==> src/core_sfr_pkg.sv <==
// constants and types for the core special-function register bank
package core_sfr_pkg;
   // register locations within the special-function area
   localparam logic [6:0] ADDR_INDIRECT_PORT  = 7'h00;
   localparam logic [6:0] ADDR_TIMER0_COUNT   = 7'h01;
   localparam logic [6:0] ADDR_PC_LOW         = 7'h02;
   localparam logic [6:0] ADDR_STATUS_FLAGS   = 7'h03;
   localparam logic [6:0] ADDR_INDIRECT_PTR   = 7'h04;
   localparam logic [6:0] ADDR_FIRST_PORT     = 7'h05;
   localparam logic [6:0] ADDR_SECOND_PORT    = 7'h06;
   localparam logic [6:0] ADDR_POWER_CONTROL  = 7'h08;
   localparam logic [6:0] ADDR_WAKEUP_ENABLE  = 7'h09;
   localparam logic [6:0] ADDR_PC_HIGH_BUF    = 7'h0A;
   localparam logic [6:0] ADDR_PULL_LOW_CTRL  = 7'h0B;
   localparam logic [1:0] SFR_AREA_TOP        = 2'h0;  // locations 0x00..0x1F
   // widths
   localparam int PC_W        = 11;
   localparam int LOC_W       = 7;
   localparam int BANK_W      = 2;
   localparam int MEM_ADDR_W  = BANK_W + LOC_W;
   localparam int PCH_W       = 3;
   localparam int WAKE_W      = 6;
   localparam int SECOND_IO_W = 6;
   // status, pointer spare and high-buffer speed-up field positions
   localparam int ST_CARRY    = 0;
   localparam int ST_NIBBLE   = 1;
   localparam int ST_ZERO     = 2;
   localparam int ST_PDOWN    = 3;
   localparam int ST_TIMEOUT  = 4;
   localparam int ST_SPARE    = 5;
   localparam int ST_BANK_LO  = 6;
   localparam int PTR_SPARE   = 7;
   localparam int PCH_SPEEDUP = 6;
   // power control field positions
   localparam int PW_WDT      = 7;
   localparam int PW_LVD      = 5;
   localparam int PW_PULLHI5  = 4;
   localparam int PW_LVR      = 3;
   // reset values
   localparam logic [7:0]  POWER_CONTROL_RESET    = 8'h98;
   localparam logic [7:0]  PULLLOW_RESET = 8'hFF;
   localparam logic [5:0]  WAKE_RESET    = 6'h3F;
   localparam logic [2:0]  PCH_RESET     = 3'h0;
   localparam logic [10:0] PC_RESET      = 11'h000;
   localparam logic [1:0]  BANK_RESET    = 2'h0;
   localparam logic [7:0]  ZERO_BYTE     = 8'h00;
   // timer0 count source
   typedef enum logic [1:0] {
      T0_SRC_INST = 2'b00,
      T0_SRC_EXT  = 2'b01,
      T0_SRC_LOW  = 2'b10
   } t0_src_t;
endpackage
==> src/core_sfr_bank.sv <==
// core special-function register bank with program counter, status and port data
//
// Behaviour
// - indirect port accesses register the pointer selects
// - timer0 reads live count, writes replace it
// - timer0 counts instruction, external or low oscillator
// - 11-bit counter, low byte accessible, steps
// - counter top bits load from buffer on low-byte write
// - long jump loads all counter bits
// - long call loads counter, pushes next address
// - status bit 0 holds add overflow
// - status bit 1 holds nibble overflow
// - status bit 2 marks zero result
// - power-down flag set up/clear, cleared sleep
// - timeout flag set up/clear/sleep, cleared timeout
// - status bits 7..6 choose data bank
// - pointer low seven bits pick location; bit7 spare
// - port read gives pin, or latch for output pins by option
// - port writes go to output latches
// - power control watchdog, detect, reset enables
// - pull-high disable bit, spare bits zero reset
// - six wake-up enables, reset to one
// - writing speed-up stop bit stops crystal boost
// - pull-low register holds active-low enables
// - locations below 0x20 ignore bank select
// - indirect address is bank plus pointer
`timescale 1ns/1ps
module core_sfr_bank
   import core_sfr_pkg::*;
(
   input  wire logic                           sys_clk,
   input  wire logic                           reset,
   // operand access from the core
   input  wire logic [core_sfr_pkg::LOC_W-1:0] reg_addr,
   input  wire logic                           reg_rd,
   input  wire logic                           reg_wr,
   input  wire logic [7:0]                     reg_wdata,
   output logic      [7:0]                     reg_rdata,
   output logic                                reg_rvalid,
   // general purpose memory beyond the special area
   output logic [core_sfr_pkg::MEM_ADDR_W-1:0] mem_addr,
   output logic                                mem_wr,
   output logic [7:0]                          mem_wdata,
   input  wire logic [7:0]                     mem_rdata,
   // program flow
   input  wire logic                           inst_done,
   input  wire logic                           long_jump_instruction,
   input  wire logic                           long_call_instruction,
   input  wire logic [core_sfr_pkg::PC_W-1:0]  inst_target,
   output logic [core_sfr_pkg::PC_W-1:0]       pc_out,
   output logic                                stack_push,
   output logic [core_sfr_pkg::PC_W-1:0]       stack_push_addr,
   // arithmetic results and reset causes
   input  wire logic                           alu_flag_we,
   input  wire logic                           alu_carry,
   input  wire logic                           alu_nibble,
   input  wire logic                           zero_flag_we,
   input  wire logic                           alu_zero,
   input  wire logic                           sleep_exec,
   input  wire logic                           clrwdt_exec,
   input  wire logic                           wdt_timeout,
   // timer0 sources
   input  wire logic                           instruction_clock,
   input  wire logic                           external_count_input,
   input  wire logic                           low_osc_clock,
   input  wire logic                           timer0_source_mode,
   input  wire logic                           cfg_t0_low_osc,
   // ports
   input  wire logic [7:0]                     first_io_port_pins,
   input  wire logic [7:0]                     first_io_port_is_out,
   input  wire logic [core_sfr_pkg::SECOND_IO_W-1:0] second_io_port_pins,
   input  wire logic [core_sfr_pkg::SECOND_IO_W-1:0] second_io_port_is_out,
   input  wire logic                           port_readback_option,
   output logic [7:0]                          first_io_port_latch,
   output logic [core_sfr_pkg::SECOND_IO_W-1:0] second_io_port_latch,
   // control outputs
   output logic                                watchdog_enable,
   output logic                                low_voltage_detect_enable,
   output logic                                low_voltage_reset_enable,
   output logic                                pin5_pull_high_disable,
   output logic [core_sfr_pkg::WAKE_W-1:0]     second_port_wakeup_enable,
   output logic                                crystal_speedup_stop,
   output logic [3:0]                          first_port_pull_low_disable,
   output logic [3:0]                          second_port_pull_low_disable,
   output logic [core_sfr_pkg::BANK_W-1:0]     data_bank_select
);
   import core_sfr_pkg::*;

   logic [7:0]        timer0_r;
   logic [PC_W-1:0]   pc_r;
   logic [PCH_W-1:0]  program_counter_high_buffer_r;
   logic [7:0]        status_r;
   logic [7:0]        ptr_r;
   logic [7:0]        first_latch_r;
   logic [7:0]        second_latch_r;
   logic [7:0]        power_control_r;
   logic [WAKE_W-1:0] wake_r;
   logic [7:0]        pull_low_r;
   logic              speedup_stop_r;
   logic              push_r;
   logic [PC_W-1:0]   push_addr_r;
   logic [7:0]        rdata_r;
   logic              rvalid_r;
   logic              ext_prev_r;
   logic              low_prev_r;
   logic [LOC_W-1:0]  eff_loc;
   logic              is_sfr;
   logic              sfr_wr;
   logic              t0_tick;
   t0_src_t           t0_src;
   logic [7:0]        sfr_rdata;
   logic [7:0]        first_rd;
   logic [7:0]        second_rd;

   // effective location: indirect port redirects through the pointer
   assign eff_loc  = (reg_addr == ADDR_INDIRECT_PORT) ? ptr_r[LOC_W-1:0] : reg_addr;
   assign is_sfr   = (eff_loc[LOC_W-1:LOC_W-2] == SFR_AREA_TOP);
   assign sfr_wr   = reg_wr && is_sfr;
   assign mem_addr = {status_r[7:ST_BANK_LO], eff_loc};
   assign mem_wr   = reg_wr && !is_sfr;
   assign mem_wdata = reg_wdata;

   // timer0 source selection and tick
   always_comb
   begin
      if (!timer0_source_mode)
         t0_src = T0_SRC_INST;
      else if (cfg_t0_low_osc)
         t0_src = T0_SRC_LOW;
      else
         t0_src = T0_SRC_EXT;
   end

   always_comb
   begin
      case (t0_src)
         T0_SRC_INST: t0_tick = instruction_clock;
         T0_SRC_EXT:  t0_tick = external_count_input && !ext_prev_r;
         T0_SRC_LOW:  t0_tick = low_osc_clock && !low_prev_r;
         default:     t0_tick = 1'b0;
      endcase
   end

   // edge history for pin-driven timer sources
   always_ff @(posedge sys_clk)
   begin
      if (reset)
      begin
         ext_prev_r <= 1'b0;
         low_prev_r <= 1'b0;
      end
      else
      begin
         ext_prev_r <= external_count_input;
         low_prev_r <= low_osc_clock;
      end
   end

   // timer0 count: a write wins over a tick
   always_ff @(posedge sys_clk)
   begin
      if (reset)
         timer0_r <= ZERO_BYTE;
      else if (sfr_wr && eff_loc == ADDR_TIMER0_COUNT)
         timer0_r <= reg_wdata;
      else if (t0_tick)
         timer0_r <= timer0_r + 8'h01;
   end

   // program counter and return push
   always_ff @(posedge sys_clk)
   begin
      if (reset)
      begin
         pc_r        <= PC_RESET;
         push_r      <= 1'b0;
         push_addr_r <= PC_RESET;
      end
      else
      begin
         push_r <= 1'b0;
         if (sfr_wr && eff_loc == ADDR_PC_LOW)
            pc_r <= {program_counter_high_buffer_r, reg_wdata};
         else if (inst_done && long_jump_instruction)
            pc_r <= inst_target;
         else if (inst_done && long_call_instruction)
         begin
            pc_r        <= inst_target;
            push_r      <= 1'b1;
            push_addr_r <= pc_r + 11'h001;
         end
         else if (inst_done)
            pc_r <= pc_r + 11'h001;
      end
   end

   // high buffer and speed-up stop strobe
   always_ff @(posedge sys_clk)
   begin
      if (reset)
      begin
         program_counter_high_buffer_r       <= PCH_RESET;
         speedup_stop_r <= 1'b0;
      end
      else
      begin
         speedup_stop_r <= 1'b0;
         if (sfr_wr && eff_loc == ADDR_PC_HIGH_BUF)
         begin
            program_counter_high_buffer_r       <= reg_wdata[PCH_W-1:0];
            speedup_stop_r <= reg_wdata[PCH_SPEEDUP];
         end
      end
   end

   // status: hardware flag events win over a software write
   always_ff @(posedge sys_clk)
   begin
      if (reset)
      begin
         status_r                   <= ZERO_BYTE;
         status_r[ST_PDOWN]         <= 1'b1;
         status_r[ST_TIMEOUT]       <= 1'b1;
         status_r[7:ST_BANK_LO]     <= BANK_RESET;
      end
      else
      begin
         if (sfr_wr && eff_loc == ADDR_STATUS_FLAGS)
            status_r <= reg_wdata;
         if (alu_flag_we)
         begin
            status_r[ST_CARRY]  <= alu_carry;
            status_r[ST_NIBBLE] <= alu_nibble;
         end
         if (zero_flag_we)
            status_r[ST_ZERO] <= alu_zero;
         if (sleep_exec)
         begin
            status_r[ST_PDOWN]   <= 1'b0;
            status_r[ST_TIMEOUT] <= 1'b1;
         end
         if (clrwdt_exec)
         begin
            status_r[ST_PDOWN]   <= 1'b1;
            status_r[ST_TIMEOUT] <= 1'b1;
         end
         if (wdt_timeout)
            status_r[ST_TIMEOUT] <= 1'b0;
      end
   end

   // pointer, port latches and control registers
   always_ff @(posedge sys_clk)
   begin
      if (reset)
      begin
         ptr_r          <= ZERO_BYTE;
         first_latch_r  <= ZERO_BYTE;
         second_latch_r <= ZERO_BYTE;
         power_control_r         <= POWER_CONTROL_RESET;
         wake_r         <= WAKE_RESET;
         pull_low_r     <= PULLLOW_RESET;
      end
      else if (sfr_wr)
      begin
         if (eff_loc == ADDR_INDIRECT_PTR)
            ptr_r <= reg_wdata;
         else if (eff_loc == ADDR_FIRST_PORT)
            first_latch_r <= reg_wdata;
         else if (eff_loc == ADDR_SECOND_PORT)
            second_latch_r <= reg_wdata;
         else if (eff_loc == ADDR_POWER_CONTROL)
            power_control_r <= reg_wdata;
         else if (eff_loc == ADDR_WAKEUP_ENABLE)
            wake_r <= reg_wdata[WAKE_W-1:0];
         else if (eff_loc == ADDR_PULL_LOW_CTRL)
            pull_low_r <= reg_wdata;
      end
   end

   // port read value per pin: input level, or latch for an output pin when option says so
   genvar g;
   generate
      for (g = 0; g < 8; g++)
      begin : g_first_rd
         assign first_rd[g] = (first_io_port_is_out[g] && port_readback_option)
                              ? first_latch_r[g] : first_io_port_pins[g];
      end
      for (g = 0; g < SECOND_IO_W; g++)
      begin : g_second_rd
         assign second_rd[g] = (second_io_port_is_out[g] && port_readback_option)
                               ? second_latch_r[g] : second_io_port_pins[g];
      end
      for (g = SECOND_IO_W; g < 8; g++)
      begin : g_second_spare
         assign second_rd[g] = second_latch_r[g];
      end
   endgenerate

   // special-area read decode
   always_comb
   begin
      if (eff_loc == ADDR_TIMER0_COUNT)
         sfr_rdata = timer0_r;
      else if (eff_loc == ADDR_PC_LOW)
         sfr_rdata = pc_r[7:0];
      else if (eff_loc == ADDR_STATUS_FLAGS)
         sfr_rdata = status_r;
      else if (eff_loc == ADDR_INDIRECT_PTR)
         sfr_rdata = ptr_r;
      else if (eff_loc == ADDR_FIRST_PORT)
         sfr_rdata = first_rd;
      else if (eff_loc == ADDR_SECOND_PORT)
         sfr_rdata = second_rd;
      else if (eff_loc == ADDR_POWER_CONTROL)
         sfr_rdata = power_control_r;
      else if (eff_loc == ADDR_WAKEUP_ENABLE)
         sfr_rdata = {2'b00, wake_r};
      else if (eff_loc == ADDR_PC_HIGH_BUF)
         sfr_rdata = {5'b00000, program_counter_high_buffer_r};
      else if (eff_loc == ADDR_PULL_LOW_CTRL)
         sfr_rdata = pull_low_r;
      else
         sfr_rdata = ZERO_BYTE;
   end

   // registered read answer, one cycle after the request
   always_ff @(posedge sys_clk)
   begin
      if (reset)
      begin
         rdata_r  <= ZERO_BYTE;
         rvalid_r <= 1'b0;
      end
      else
      begin
         rvalid_r <= reg_rd;
         if (reg_rd)
            rdata_r <= is_sfr ? sfr_rdata : mem_rdata;
      end
   end

   assign reg_rdata                    = rdata_r;
   assign reg_rvalid                   = rvalid_r;
   assign pc_out                       = pc_r;
   assign stack_push                   = push_r;
   assign stack_push_addr              = push_addr_r;
   assign first_io_port_latch          = first_latch_r;
   assign second_io_port_latch         = second_latch_r[SECOND_IO_W-1:0];
   assign watchdog_enable              = power_control_r[PW_WDT];
   assign low_voltage_detect_enable    = power_control_r[PW_LVD];
   assign low_voltage_reset_enable     = power_control_r[PW_LVR];
   assign pin5_pull_high_disable       = power_control_r[PW_PULLHI5];
   assign second_port_wakeup_enable    = wake_r;
   assign crystal_speedup_stop         = speedup_stop_r;
   assign first_port_pull_low_disable  = pull_low_r[3:0];
   assign second_port_pull_low_disable = pull_low_r[7:4];
   assign data_bank_select             = status_r[7:ST_BANK_LO];
endmodule // core_sfr_bank

==> config.mk <==
export PLATFORM = sky130hd
export DESIGN_NAME = core_sfr_bank
export DESIGN_NICKNAME = d
export VERILOG_FILES = /design/src/core_sfr_pkg.sv /design/src/core_sfr_bank.sv
export SDC_FILE = /design/constraint.sdc
export NUM_CORES = 1
export LEC_CHECK = 0
export BUFFER_PORTS_ARGS = -buffer_cell sky130_fd_sc_hd__buf_2
export CORE_MARGIN = 2
export CORE_UTILIZATION = 25
export DETAILED_ROUTE_END_ITERATION = 10
export GPL_ROUTABILITY_DRIVEN = 0
export HOLD_SLACK_MARGIN = 0.05
export PLACE_DENSITY = 0.56
export SYNTH_ARGS = -nofsm -noshare
export SYNTH_HDL_FRONTEND = slang
export SYNTH_SLANG_ARGS = --single-unit
==> constraint.sdc <==
create_clock -name sys_clk -period 5.4 [get_ports sys_clk]
set_input_delay 0.27 -clock sys_clk [delete_from_list [all_inputs] [get_ports sys_clk]]
set_output_delay 0.27 -clock sys_clk [all_outputs]
set_load 0.02 [all_outputs]
==> results of run 1 <==
-- layout by cell type (no fill, tap or decap), types with 7 or more instances in the layout --
master	instances
buf_2	166
dfxtp_1	100
nand2_1	97
nor2_1	75
nand3_1	57
a21oi_1	40
mux2i_1	38
a211oi_1	20
o21ai_0	15
nand3b_1	15
nor2b_1	11
xor2_1	10
a211oi_2	9
clkbuf_16	9
nor3_1	7
a31oi_1	7
buf_4	7
-- path summary, 6_finish.rpt --
check,from,to,cells past startpoint
hold / removal,low_osc_clock,low_prev_r$_SDFF_PP0_,2
hold reg to reg,second_latch_r[7]$_SDFFE_PP0P_,second_latch_r[7]$_SDFFE_PP0P_,2
setup / recovery,ptr_r[0]$_SDFFE_PP0P_,reg_rdata[5]$_SDFFE_PP0P_,8
setup reg to reg,ptr_r[0]$_SDFFE_PP0P_,reg_rdata[5]$_SDFFE_PP0P_,8
-- power groups by stage --
stage | clock network, mW | logic [mW] | registers [mW]
CTS | 0.710 | 0.244 | 0.779
floorplan | 0 | 0.137 | 0.806
global placement | 0 | 0.243 | 0.796
global route | 0.739 | 0.266 | 0.782
finish | 0.693 | 0.243 | 0.779
detailed placement | 0 | 0.243 | 0.796
-- worst max-delay path: stages (launching register included) --
cell and delay [ps]:
dfxtp_1 400, nor3b_1 450, a21oi_1 240, inv_1 430, nor4_2 110, buf_4 220, a21boi_0 150, a2111oi_0 970
o31ai_1 140
-- through the flow --
step | worst slack, ps | util | power [mW] | hold slack [ps] | area [um2]
after detailed placement | 2170 | 0.291 | 1.04 | 448 | 6540
after global routing | 1950 | 0.305 | 1.79 | 153 | 6840
after floorplan | 3230 | - | 0.944 | 373 | 5670
after global placement | 2200 | 0.291 | 1.04 | 442 | 6540
final | 2140 | 0.305 | 1.71 | 138 | 6840
after CTS | 2210 | 0.305 | 1.73 | 127 | 6840
-- logic make-up (layout without fill, tap and decap cells) --
group           after synthesis  count (layout)  share of synthesized area
compound gates              160             160                      0.208
xor+xnor                     16              16                     0.0247
fa+ha+maj                     2               2                    0.00442
mux                          44              44                     0.0791
flops                       100             100                      0.353
simple gates                304             304                      0.261
buf+inv                      75             195                     0.0691
-- routing by layer --
| layer | GRT usage | wire length (um) |
|---|---|---|
| met1 | 0.236 | 9650 |
| met2 | 0.264 | 9130 |
| met3 | 0.0420 | 1500 |
| met4 | 0.0450 | 391 |
| met5 | 0 | 0 |
-- cell type report --
| class | count | area, um2 | share of cell area |
|---|---|---|---|
| Sequential cell | 100 | 2000 | 0.293 |
| Clock buffer | 9 | 225 | 0.0329 |
| Inverter | 6 | 22.5 | 0.00329 |
| Tap cell | 285 | 357 | 0.0521 |
| Clock inverter | 7 | 82.6 | 0.0121 |
| Timing Repair Buffer | 173 | 883 | 0.129 |
| Multi-Input combinational cell | 526 | 3270 | 0.478 |
==> results.json, run 1 <==
{
  "status": "finished clean",
  "switchingPower_uw": 503,
  "ys_warn_count": 0,
  "grt-ovfl-total": 0,
  "grt_pass1_wl_mm": 31.2,
  "pwr-share-clk": 0.404,
  "arrival_ps": 3470,
  "ys_top_cells_by_area": "dfxtp_1 (35%), mux2i_1 (6.7%), nand2_1 (6.4%)",
  "cts.sinks": 100,
  "finalSetupViolCount": 0,
  "synth-edff-count": 0,
  "vias": 5587,
  "synth_top_flop_cell": "dfxtp_1",
  "worstPathRequired_ps": 5610,
  "p_comb_frac": 0.142,
  "ys_seq_area_frac": 0.353,
  "core-area_mm2": 0.0224,
  "cts.repair.resized": 0,
  "n_antenna_cell": 0,
  "powerDensity_mw_per_mm2": 251,
  "drv_cap": 0,
  "fp.dieH_um": 155,
  "synth_top_cell_by_area": "dfxtp_1",
  "max_freq_mhz": 306,
  "ff2ff_setup_slack_ps": 2140,
  "grt_usage": 0.170,
  "wl_per_cell_um": 18.7,
  "insertion_delay_ps": 370,
  "synth.most_common_cell": "dfxtp_1",
  "synth.net_count": 786,
  "syn_area_mm2": 0.00567,
  "cts_buffers": 9,
  "htree_levels": 3,
  "clock_path_buffers": 2,
  "critPathKind": "reg -> reg",
  "drc": 0,
  "cp-start-kind": "flip-flop",
  "detail-route-antenna-nets": 0,
  "post-dp-hpwl_mm": 15.5,
  "hold_viol": 0,
  "endpoint_kind": "flip-flop",
  "synth_common_cells": "dfxtp_1 (100), nand2_1 (97), nor2_1 (75)",
  "fillers": 2427,
  "syn_to_final_growth_pct": 20.8,
  "via_per_inst": 5.05,
  "dp_cells": 1090,
  "numPortBuffers": 167,
  "synthCells": 701,
  "grt_pass1_vias": 5273,
  "cts_setup_buffers": 0,
  "hold_class": "in -> reg",
  "fp.dieW_um": 155,
  "clkTransAtPathRegs_ps": 80,
  "final_layout_size_suffix_gt1_frac": 0.270,
  "drt-total-wl_mm": 20.7,
  "yosysUniqueCellTypes": 69,
  "clock_skew_ps": 15.9,
  "grt_max_degree": 61,
  "io_pins": 168,
  "ir_drop_v": 0.000146,
  "slew_headroom": 0.218,
  "num_rows": 55,
  "grt_setup_unrepaired": "no",
  "maxSlewViolCount": 0,
  "timing.final.crit_share": 0.605,
  "seqPwrFrac": 0.454,
  "cellInternalPower_mw": 1.21,
  "async_flop_share": 0,
  "first_pass_iters": 5,
  "total_leakage_power_nw": 2.74,
  "yosys_register_bits": 100,
  "swShare": 0.293,
  "path_max_fanout": 17,
  "fin_cells": 1106,
  "initialDrtViolationCount": 560,
  "synth_top_area_share": 0.353,
  "cts_tree": "yes",
  "finalNetCount": 901,
  "synth_area_per_cell_um2": 8.08,
  "fin_crit_ps": 3260,
  "dieArea_mm2": 0.0239,
  "cts-root-buf": "clkbuf_16",
  "antenna_found_initial": 0,
  "initial_core_util": 0.253,
  "setup_tns_ps": 0,
  "ctsHoldBuffers": 0,
  "tightest_slew_ps": 1140
}
Power figures use the tool's default switching activity.
==> inputs of run 2 (changes only) <==
--- a/config.mk
+++ b/config.mk
@@ -5,6 +5,7 @@
 export SDC_FILE = /design/constraint.sdc
 export NUM_CORES = 1
 export LEC_CHECK = 0
+export ABC_AREA = 1
 export BUFFER_PORTS_ARGS = -buffer_cell sky130_fd_sc_hd__buf_2
 export CORE_MARGIN = 2
 export CORE_UTILIZATION = 25
==> constraint.sdc (replaced) <==
create_clock -name sys_clk -period 3.1 [get_ports sys_clk]
set_input_delay 0.155 -clock sys_clk [delete_from_list [all_inputs] [get_ports sys_clk]]
set_output_delay 0.155 -clock sys_clk [all_outputs]
set_load 0.02 [all_outputs]
==> run 2 against run 1 <==
  * Non-clock buffer count increased by 8
  * Synthesized cell count increased by 9.7%
  * First-iteration DRC count decreased by 46%
  * Highest routed layer unchanged
==> results.json, run 2 <==
{
  "ff2ff_setup_slack_ps": 420,
  "clock_skew_ps": 7.65,
  "finalNetCount": 997,
  "grt_pass1_wl_mm": 28.9,
  "final_common_cell": "nand2_1",
  "cts-root-buf": "clkbuf_16",
  "fp.dieW_um": 150,
  "synth_top_cell_by_area": "dfxtp_1",
  "rr_worst_depth": 9,
  "wl_per_cell_um": 16.3,
  "core-area_mm2": 0.0210,
  "grt-ovfl-total": 0,
  "fp.dieH_um": 150,
  "first_pass_iters": 4,
  "status": "finished clean",
  "grt_usage": 0.171,
  "most-common-layout-cells": "nand2_1 (178), buf_2 (167), dfxtp_1 (100)",
  "cts_tree": "yes",
  "synth_top_flop_cell": "dfxtp_1",
  "ir_drop_v": 0.000251,
  "drc": 0,
  "fillers": 2345,
  "dp_cells": 1172,
  "grt_setup_unrepaired": "no",
  "finalSetupViolCount": 0,
  "synth_top_area_share": 0.375,
  "cts.repair.resized": 0,
  "slew_headroom": 0.526,
  "final_layout_size_suffix_gt1_frac": 0.242,
  "r2r-end": "timer0_r[3]$_SDFFE_PP0P_",
  "timing.final.crit_share": 0.864,
  "maxSlewViolCount": 0,
  "yosysUniqueCellTypes": 40,
  "antenna_found_initial": 0,
  "dieArea_mm2": 0.0225,
  "clkTransAtPathRegs_ps": 70,
  "min_path_cells": 2,
  "ctsHoldBuffers": 4,
  "cts_buffers": 9,
  "timing.rr.start": "ptr_r[6]$_SDFFE_PP0P_",
  "ys_seq_area_frac": 0.375,
  "wl_met1_mm": 9.26,
  "numPortBuffers": 167,
  "synth_area_per_cell_um2": 6.94,
  "cts.sinks": 100,
  "synth.most_common_cell": "nand2_1",
  "total_leakage_power_nw": 3.00,
  "hold_slack_ps": 75.5,
  "clock_path_buffers": 2,
  "drv_cap": 0,
  "top_layer": "met4",
  "max_freq_mhz": 374,
  "synth_common_cells": "nand2_1 (178), dfxtp_1 (100), a21oi_1 (76)",
  "power_mw": 2.91,
  "initial_core_util": 0.255,
  "holdCritStartpoint": "sleep_exec",
  "min_to": "status_r[3]$_SDFFE_PP1P_",
  "yosys_register_bits": 100,
  "async_flop_share": 0,
  "cts_setup_buffers": 0,
  "vias": 5530,
  "ys_top_cells_by_area": "dfxtp_1 (38%), nand2_1 (13%), a21oi_1 (7.1%)",
  "syn_area_mm2": 0.00534,
  "pre_cts_slack_ps": 375,
  "detail-route-antenna-nets": 0,
  "critPathKind": "reg -> reg",
  "grt_max_degree": 68,
  "endpoint_kind": "flip-flop",
  "cp-start-kind": "flip-flop",
  "num_rows": 53,
  "powerDensity_mw_per_mm2": 438,
  "io_pins": 168,
  "setup_tns_ps": 0,
  "synthCells": 769,
  "via_per_inst": 4.64,
  "insertion_delay_ps": 350,
  "syn_to_final_growth_pct": 24.2,
  "tightest_slew_ps": 708,
  "n_antenna_cell": 0,
  "synth-edff-count": 0,
  "synth.net_count": 854,
  "final.setup.worst_slack_ps": 423,
  "grt_pass1_vias": 5101,
  "arrival_ps": 2950,
  "ys_warn_count": 0,
  "dr_wl_met3_mm": 1.26,
  "worstPathRequired_ps": 3380,
  "fin_cells": 1191,
  "fin_crit_ps": 2680,
  "path_max_fanout": 15,
  "hold_class": "in -> reg",
  "initialDrtViolationCount": 304,
  "drt-total-wl_mm": 19.5,
  "hold_viol": 0,
  "post-dp-hpwl_mm": 14.7,
  "htree_levels": 3,
  "dr_wl_met2_mm": 8.39
}
run 2: changes by cell type after synthesis, sizes merged, moves of 19 or more:
cell	before	now
a211oi	30	0
a21oi	41	77
clkbuf	38	19
inv	6	82
mux2i	38	4
nand2	98	185
o21ai	15	56
run 2: critical path, cell delays in order, from the launching register on:
cell     delay, ps
dfxtp_1        380
a21oi_1        300
nand2_1        180
nor2_4         330
nand2_1        180
nor2_2         280
nand2_1        300
nand2_1        330
o21ai_0        120
a31oi_1        190
run 2: layout make-up:
cell class / instances / area (um2) / area share
Sequential cell: 100 / 2000 / 0.302
Inverter: 82 / 313 / 0.0472
Timing Repair Buffer: 181 / 951 / 0.143
Clock buffer: 11 / 233 / 0.0351
Tap cell: 275 / 344 / 0.0519
Clock inverter: 4 / 51.3 / 0.00774
Multi-Input combinational cell: 538 / 2740 / 0.413
run 2: cell families (layout without fill, tap and decap cells):
| kind of cell | after synthesis | after routing | share of synthesized area |
|---|---|---|---|
| adders and majority gates | 2 | 2 | 0.00469 |
| AOI/OAI and AO/OA | 188 | 188 | 0.203 |
| xor gates and xnor gates | 14 | 14 | 0.0230 |
| buffers and inverters | 131 | 278 | 0.112 |
| muxes | 4 | 4 | 0.00750 |
| DFF | 100 | 100 | 0.375 |
| and+or+nand+nor | 330 | 330 | 0.274 |
run 2: worst max-delay path by stage:
stage                                     to                   start  slack, ps
finish              timer0_r[3]$_SDFFE_PP0P_   ptr_r[6]$_SDFFE_PP0P_        420
global placement    timer0_r[3]$_SDFFE_PP0P_             reg_addr[4]        560
CTS                 timer0_r[3]$_SDFFE_PP0P_   ptr_r[6]$_SDFFE_PP0P_        480
floorplan            pc_out[10]$_SDFFE_PP0P_  pc_out[0]$_SDFFE_PP0P_       1110
detailed placement  timer0_r[3]$_SDFFE_PP0P_             reg_addr[4]        380
global route        timer0_r[1]$_SDFFE_PP0P_   ptr_r[6]$_SDFFE_PP0P_        220
run 2: per-stage QoR:
stage / util / instance area, um2
after floorplan: - / 5340
after global placement: 0.301 / 6300
after detailed placement: 0.301 / 6300
after CTS: 0.316 / 6630
after global routing: 0.316 / 6630
final: 0.316 / 6630
run 2: power by group:
part	internal, mW	switching [mW]	leakage (nW)
Clock	0.624	0.524	0.136
Combinational	0.140	0.262	2.05
Sequential	1.32	0.0353	0.814
run 2: metal layers:
metal,vias up,global-route usage
li1,2835,-
met1,2468,0.233
met2,197,0.263
met3,30,0.0323
met4,0,0.0712
met5,-,0
==> inputs of run 3 (changes only) <==
--- a/config.mk
+++ b/config.mk
@@ -5,7 +5,6 @@
 export SDC_FILE = /design/constraint.sdc
 export NUM_CORES = 1
 export LEC_CHECK = 0
-export ABC_AREA = 1
 export BUFFER_PORTS_ARGS = -buffer_cell sky130_fd_sc_hd__buf_2
 export CORE_MARGIN = 2
 export CORE_UTILIZATION = 25
==> run 3 against run 2 <==
  * Count of clock-buffer cells in the layout unchanged
  * Cell area up 4.7%
  * Via count up 2.9%
  * Maximum frequency down 9.0%
  * Flip-flop and latch count unchanged
  * Critical path type unchanged
  * Critical endpoint is now status_r[3]$_SDFFE_PP1P_
==> results.json, run 3 (synthesized netlist as in run 1, its figures left out) <==
{
  "core-area_mm2": 0.0224,
  "fin_crit_ps": 2940,
  "most-common-layout-cells": "buf_2 (166), dfxtp_1 (100), nand2_1 (97)",
  "wl_per_cell_um": 18.8,
  "syn_to_final_growth_pct": 22.5,
  "slew_headroom": 0.365,
  "grt_pass1_vias": 5380,
  "num_rows": 55,
  "cts_buffers": 9,
  "ir_drop_v": 0.000217,
  "via_per_inst": 5.09,
  "slowest_stage": "dlygate4sd3_1",
  "hold_slack_ps": 85.1,
  "setup_tns_ps": 0,
  "timing.final.crit_share": 0.949,
  "cp_cell_sequence": "nor3b_1, a31oi_1, or3_1, nor2_4, mux2i_1, o21ai_0, dlygate4sd3_1",
  "io_pins": 168,
  "antenna_found_initial": 0,
  "numPortBuffers": 167,
  "total_leakage_power_nw": 2.79,
  "placed_cell_area_mm2": 0.00659,
  "grt_usage": 0.175,
  "cts_setup_buffers": 0,
  "maxSlewViolCount": 0,
  "clock_path_buffers": 2,
  "fin_area_mm2": 0.00694,
  "detail-route-antenna-nets": 0,
  "tightest_slew_ps": 945,
  "insertion_delay_ps": 350,
  "grt_setup_unrepaired": "no",
  "grt-ovfl-total": 0,
  "final_common_cell": "buf_2",
  "endpoint_kind": "flip-flop",
  "finalNetCount": 912,
  "status": "finished clean",
  "initial_core_util": 0.253,
  "cts_tree": "yes",
  "worstPathRequired_ps": 3330,
  "post-dp-hpwl_mm": 15.7,
  "hold_class": "in -> reg",
  "finalSetupViolCount": 0,
  "final_layout_size_suffix_gt1_frac": 0.275,
  "grt_max_degree": 83,
  "cts.sinks": 100,
  "drv_cap": 0,
  "fp.dieH_um": 155,
  "cp-start-kind": "flip-flop",
  "drc": 0,
  "initialDrtViolationCount": 401,
  "drt-total-wl_mm": 21.0,
  "slowest_delay_ps": 560,
  "powerDensity_mw_per_mm2": 430,
  "first_pass_iters": 7,
  "hold_viol": 0,
  "htree_levels": 3,
  "clkTransAtPathRegs_ps": 80,
  "arrival_ps": 3180,
  "critPathKind": "reg -> reg",
  "grt_pass1_wl_mm": 32.3,
  "vias": 5693,
  "dieArea_mm2": 0.0239,
  "cts-root-buf": "clkbuf_16",
  "max_freq_mhz": 340,
  "utilization": 0.309,
  "path_max_fanout": 8,
  "clock_skew_ps": 9.55,
  "fp.dieW_um": 155
}
-- run 3: cell type report --
class	instances	area, um2
inverters	6	22.5
flip-flops and latches	100	2000
repair buffers	184	976
clock buffers	11	243
well taps	285	357
clock inverters	5	58.8
multi-input cells	526	3280
diodes	1	2.50
fillers	2478	15500
-- run 3: worst paths after layout --
path                            cells past startpoint                        endpoint                           start  slack, ps
worst max register to register                      7        status_r[3]$_SDFFE_PP1P_           ptr_r[0]$_SDFFE_PP0P_        160
worst min register to register                      2  second_latch_r[7]$_SDFFE_PP0P_  second_latch_r[7]$_SDFFE_PP0P_        460
worst max-delay path                                7        status_r[3]$_SDFFE_PP1P_           ptr_r[0]$_SDFFE_PP0P_        160
worst min-delay path                                3        status_r[1]$_SDFFE_PP0P_                      alu_nibble         90
-- run 3: metal layers --
| layer | share of wire | vias up | track usage |
|---|---|---|---|
| met5 | 0 | - | 0 |
| met4 | 0.015 | 0 | 0.0459 |
| met3 | 0.077 | 22 | 0.0420 |
| met2 | 0.44 | 246 | 0.271 |
| met1 | 0.46 | 2675 | 0.243 |
| li1 | - | 2750 | - |
-- run 3: where the power goes --
| group | switching [mW] | total (mW) | internal (mW) |
|---|---|---|---|
| combinational | 0.272 | 0.434 | 0.162 |
| sequential | 0.0404 | 1.36 | 1.32 |
| clock | 0.541 | 1.19 | 0.651 |
-- run 3: timing repair --
| item | 4_1_cts | 5_1_grt |
|---|---|---|
| gates resized for setup | 0 | 2 |
| hold buffers | 4 | 0 |
| endpoints found under the setup margin | 0 | 2 |
| hold endpoints to repair | 3 | 0 |
-- run 3: worst max-delay path: cells and delay by family (launching register included) --
kind                   cells  cell delay (ps)
multiplexers               1              220
flip-flops                 1              420
buffers and inverters      1              560
AO/OA/AOI/OAI              2              330
AND/OR/NAND/NOR            3             1290
-- run 3: per-stage QoR --
stage / worst slack (ps) / total power [mW] / cells
2_1_floorplan: 1020 / 1.64 / 701
3_3_place_gp: 458 / 1.82 / 1097
3_5_place_dp: 253 / 1.82 / 1097
4_1_cts: 189 / 3.01 / 1117
5_1_grt: 65.5 / 3.11 / 1117
6_report: 157 / 2.99 / 1118
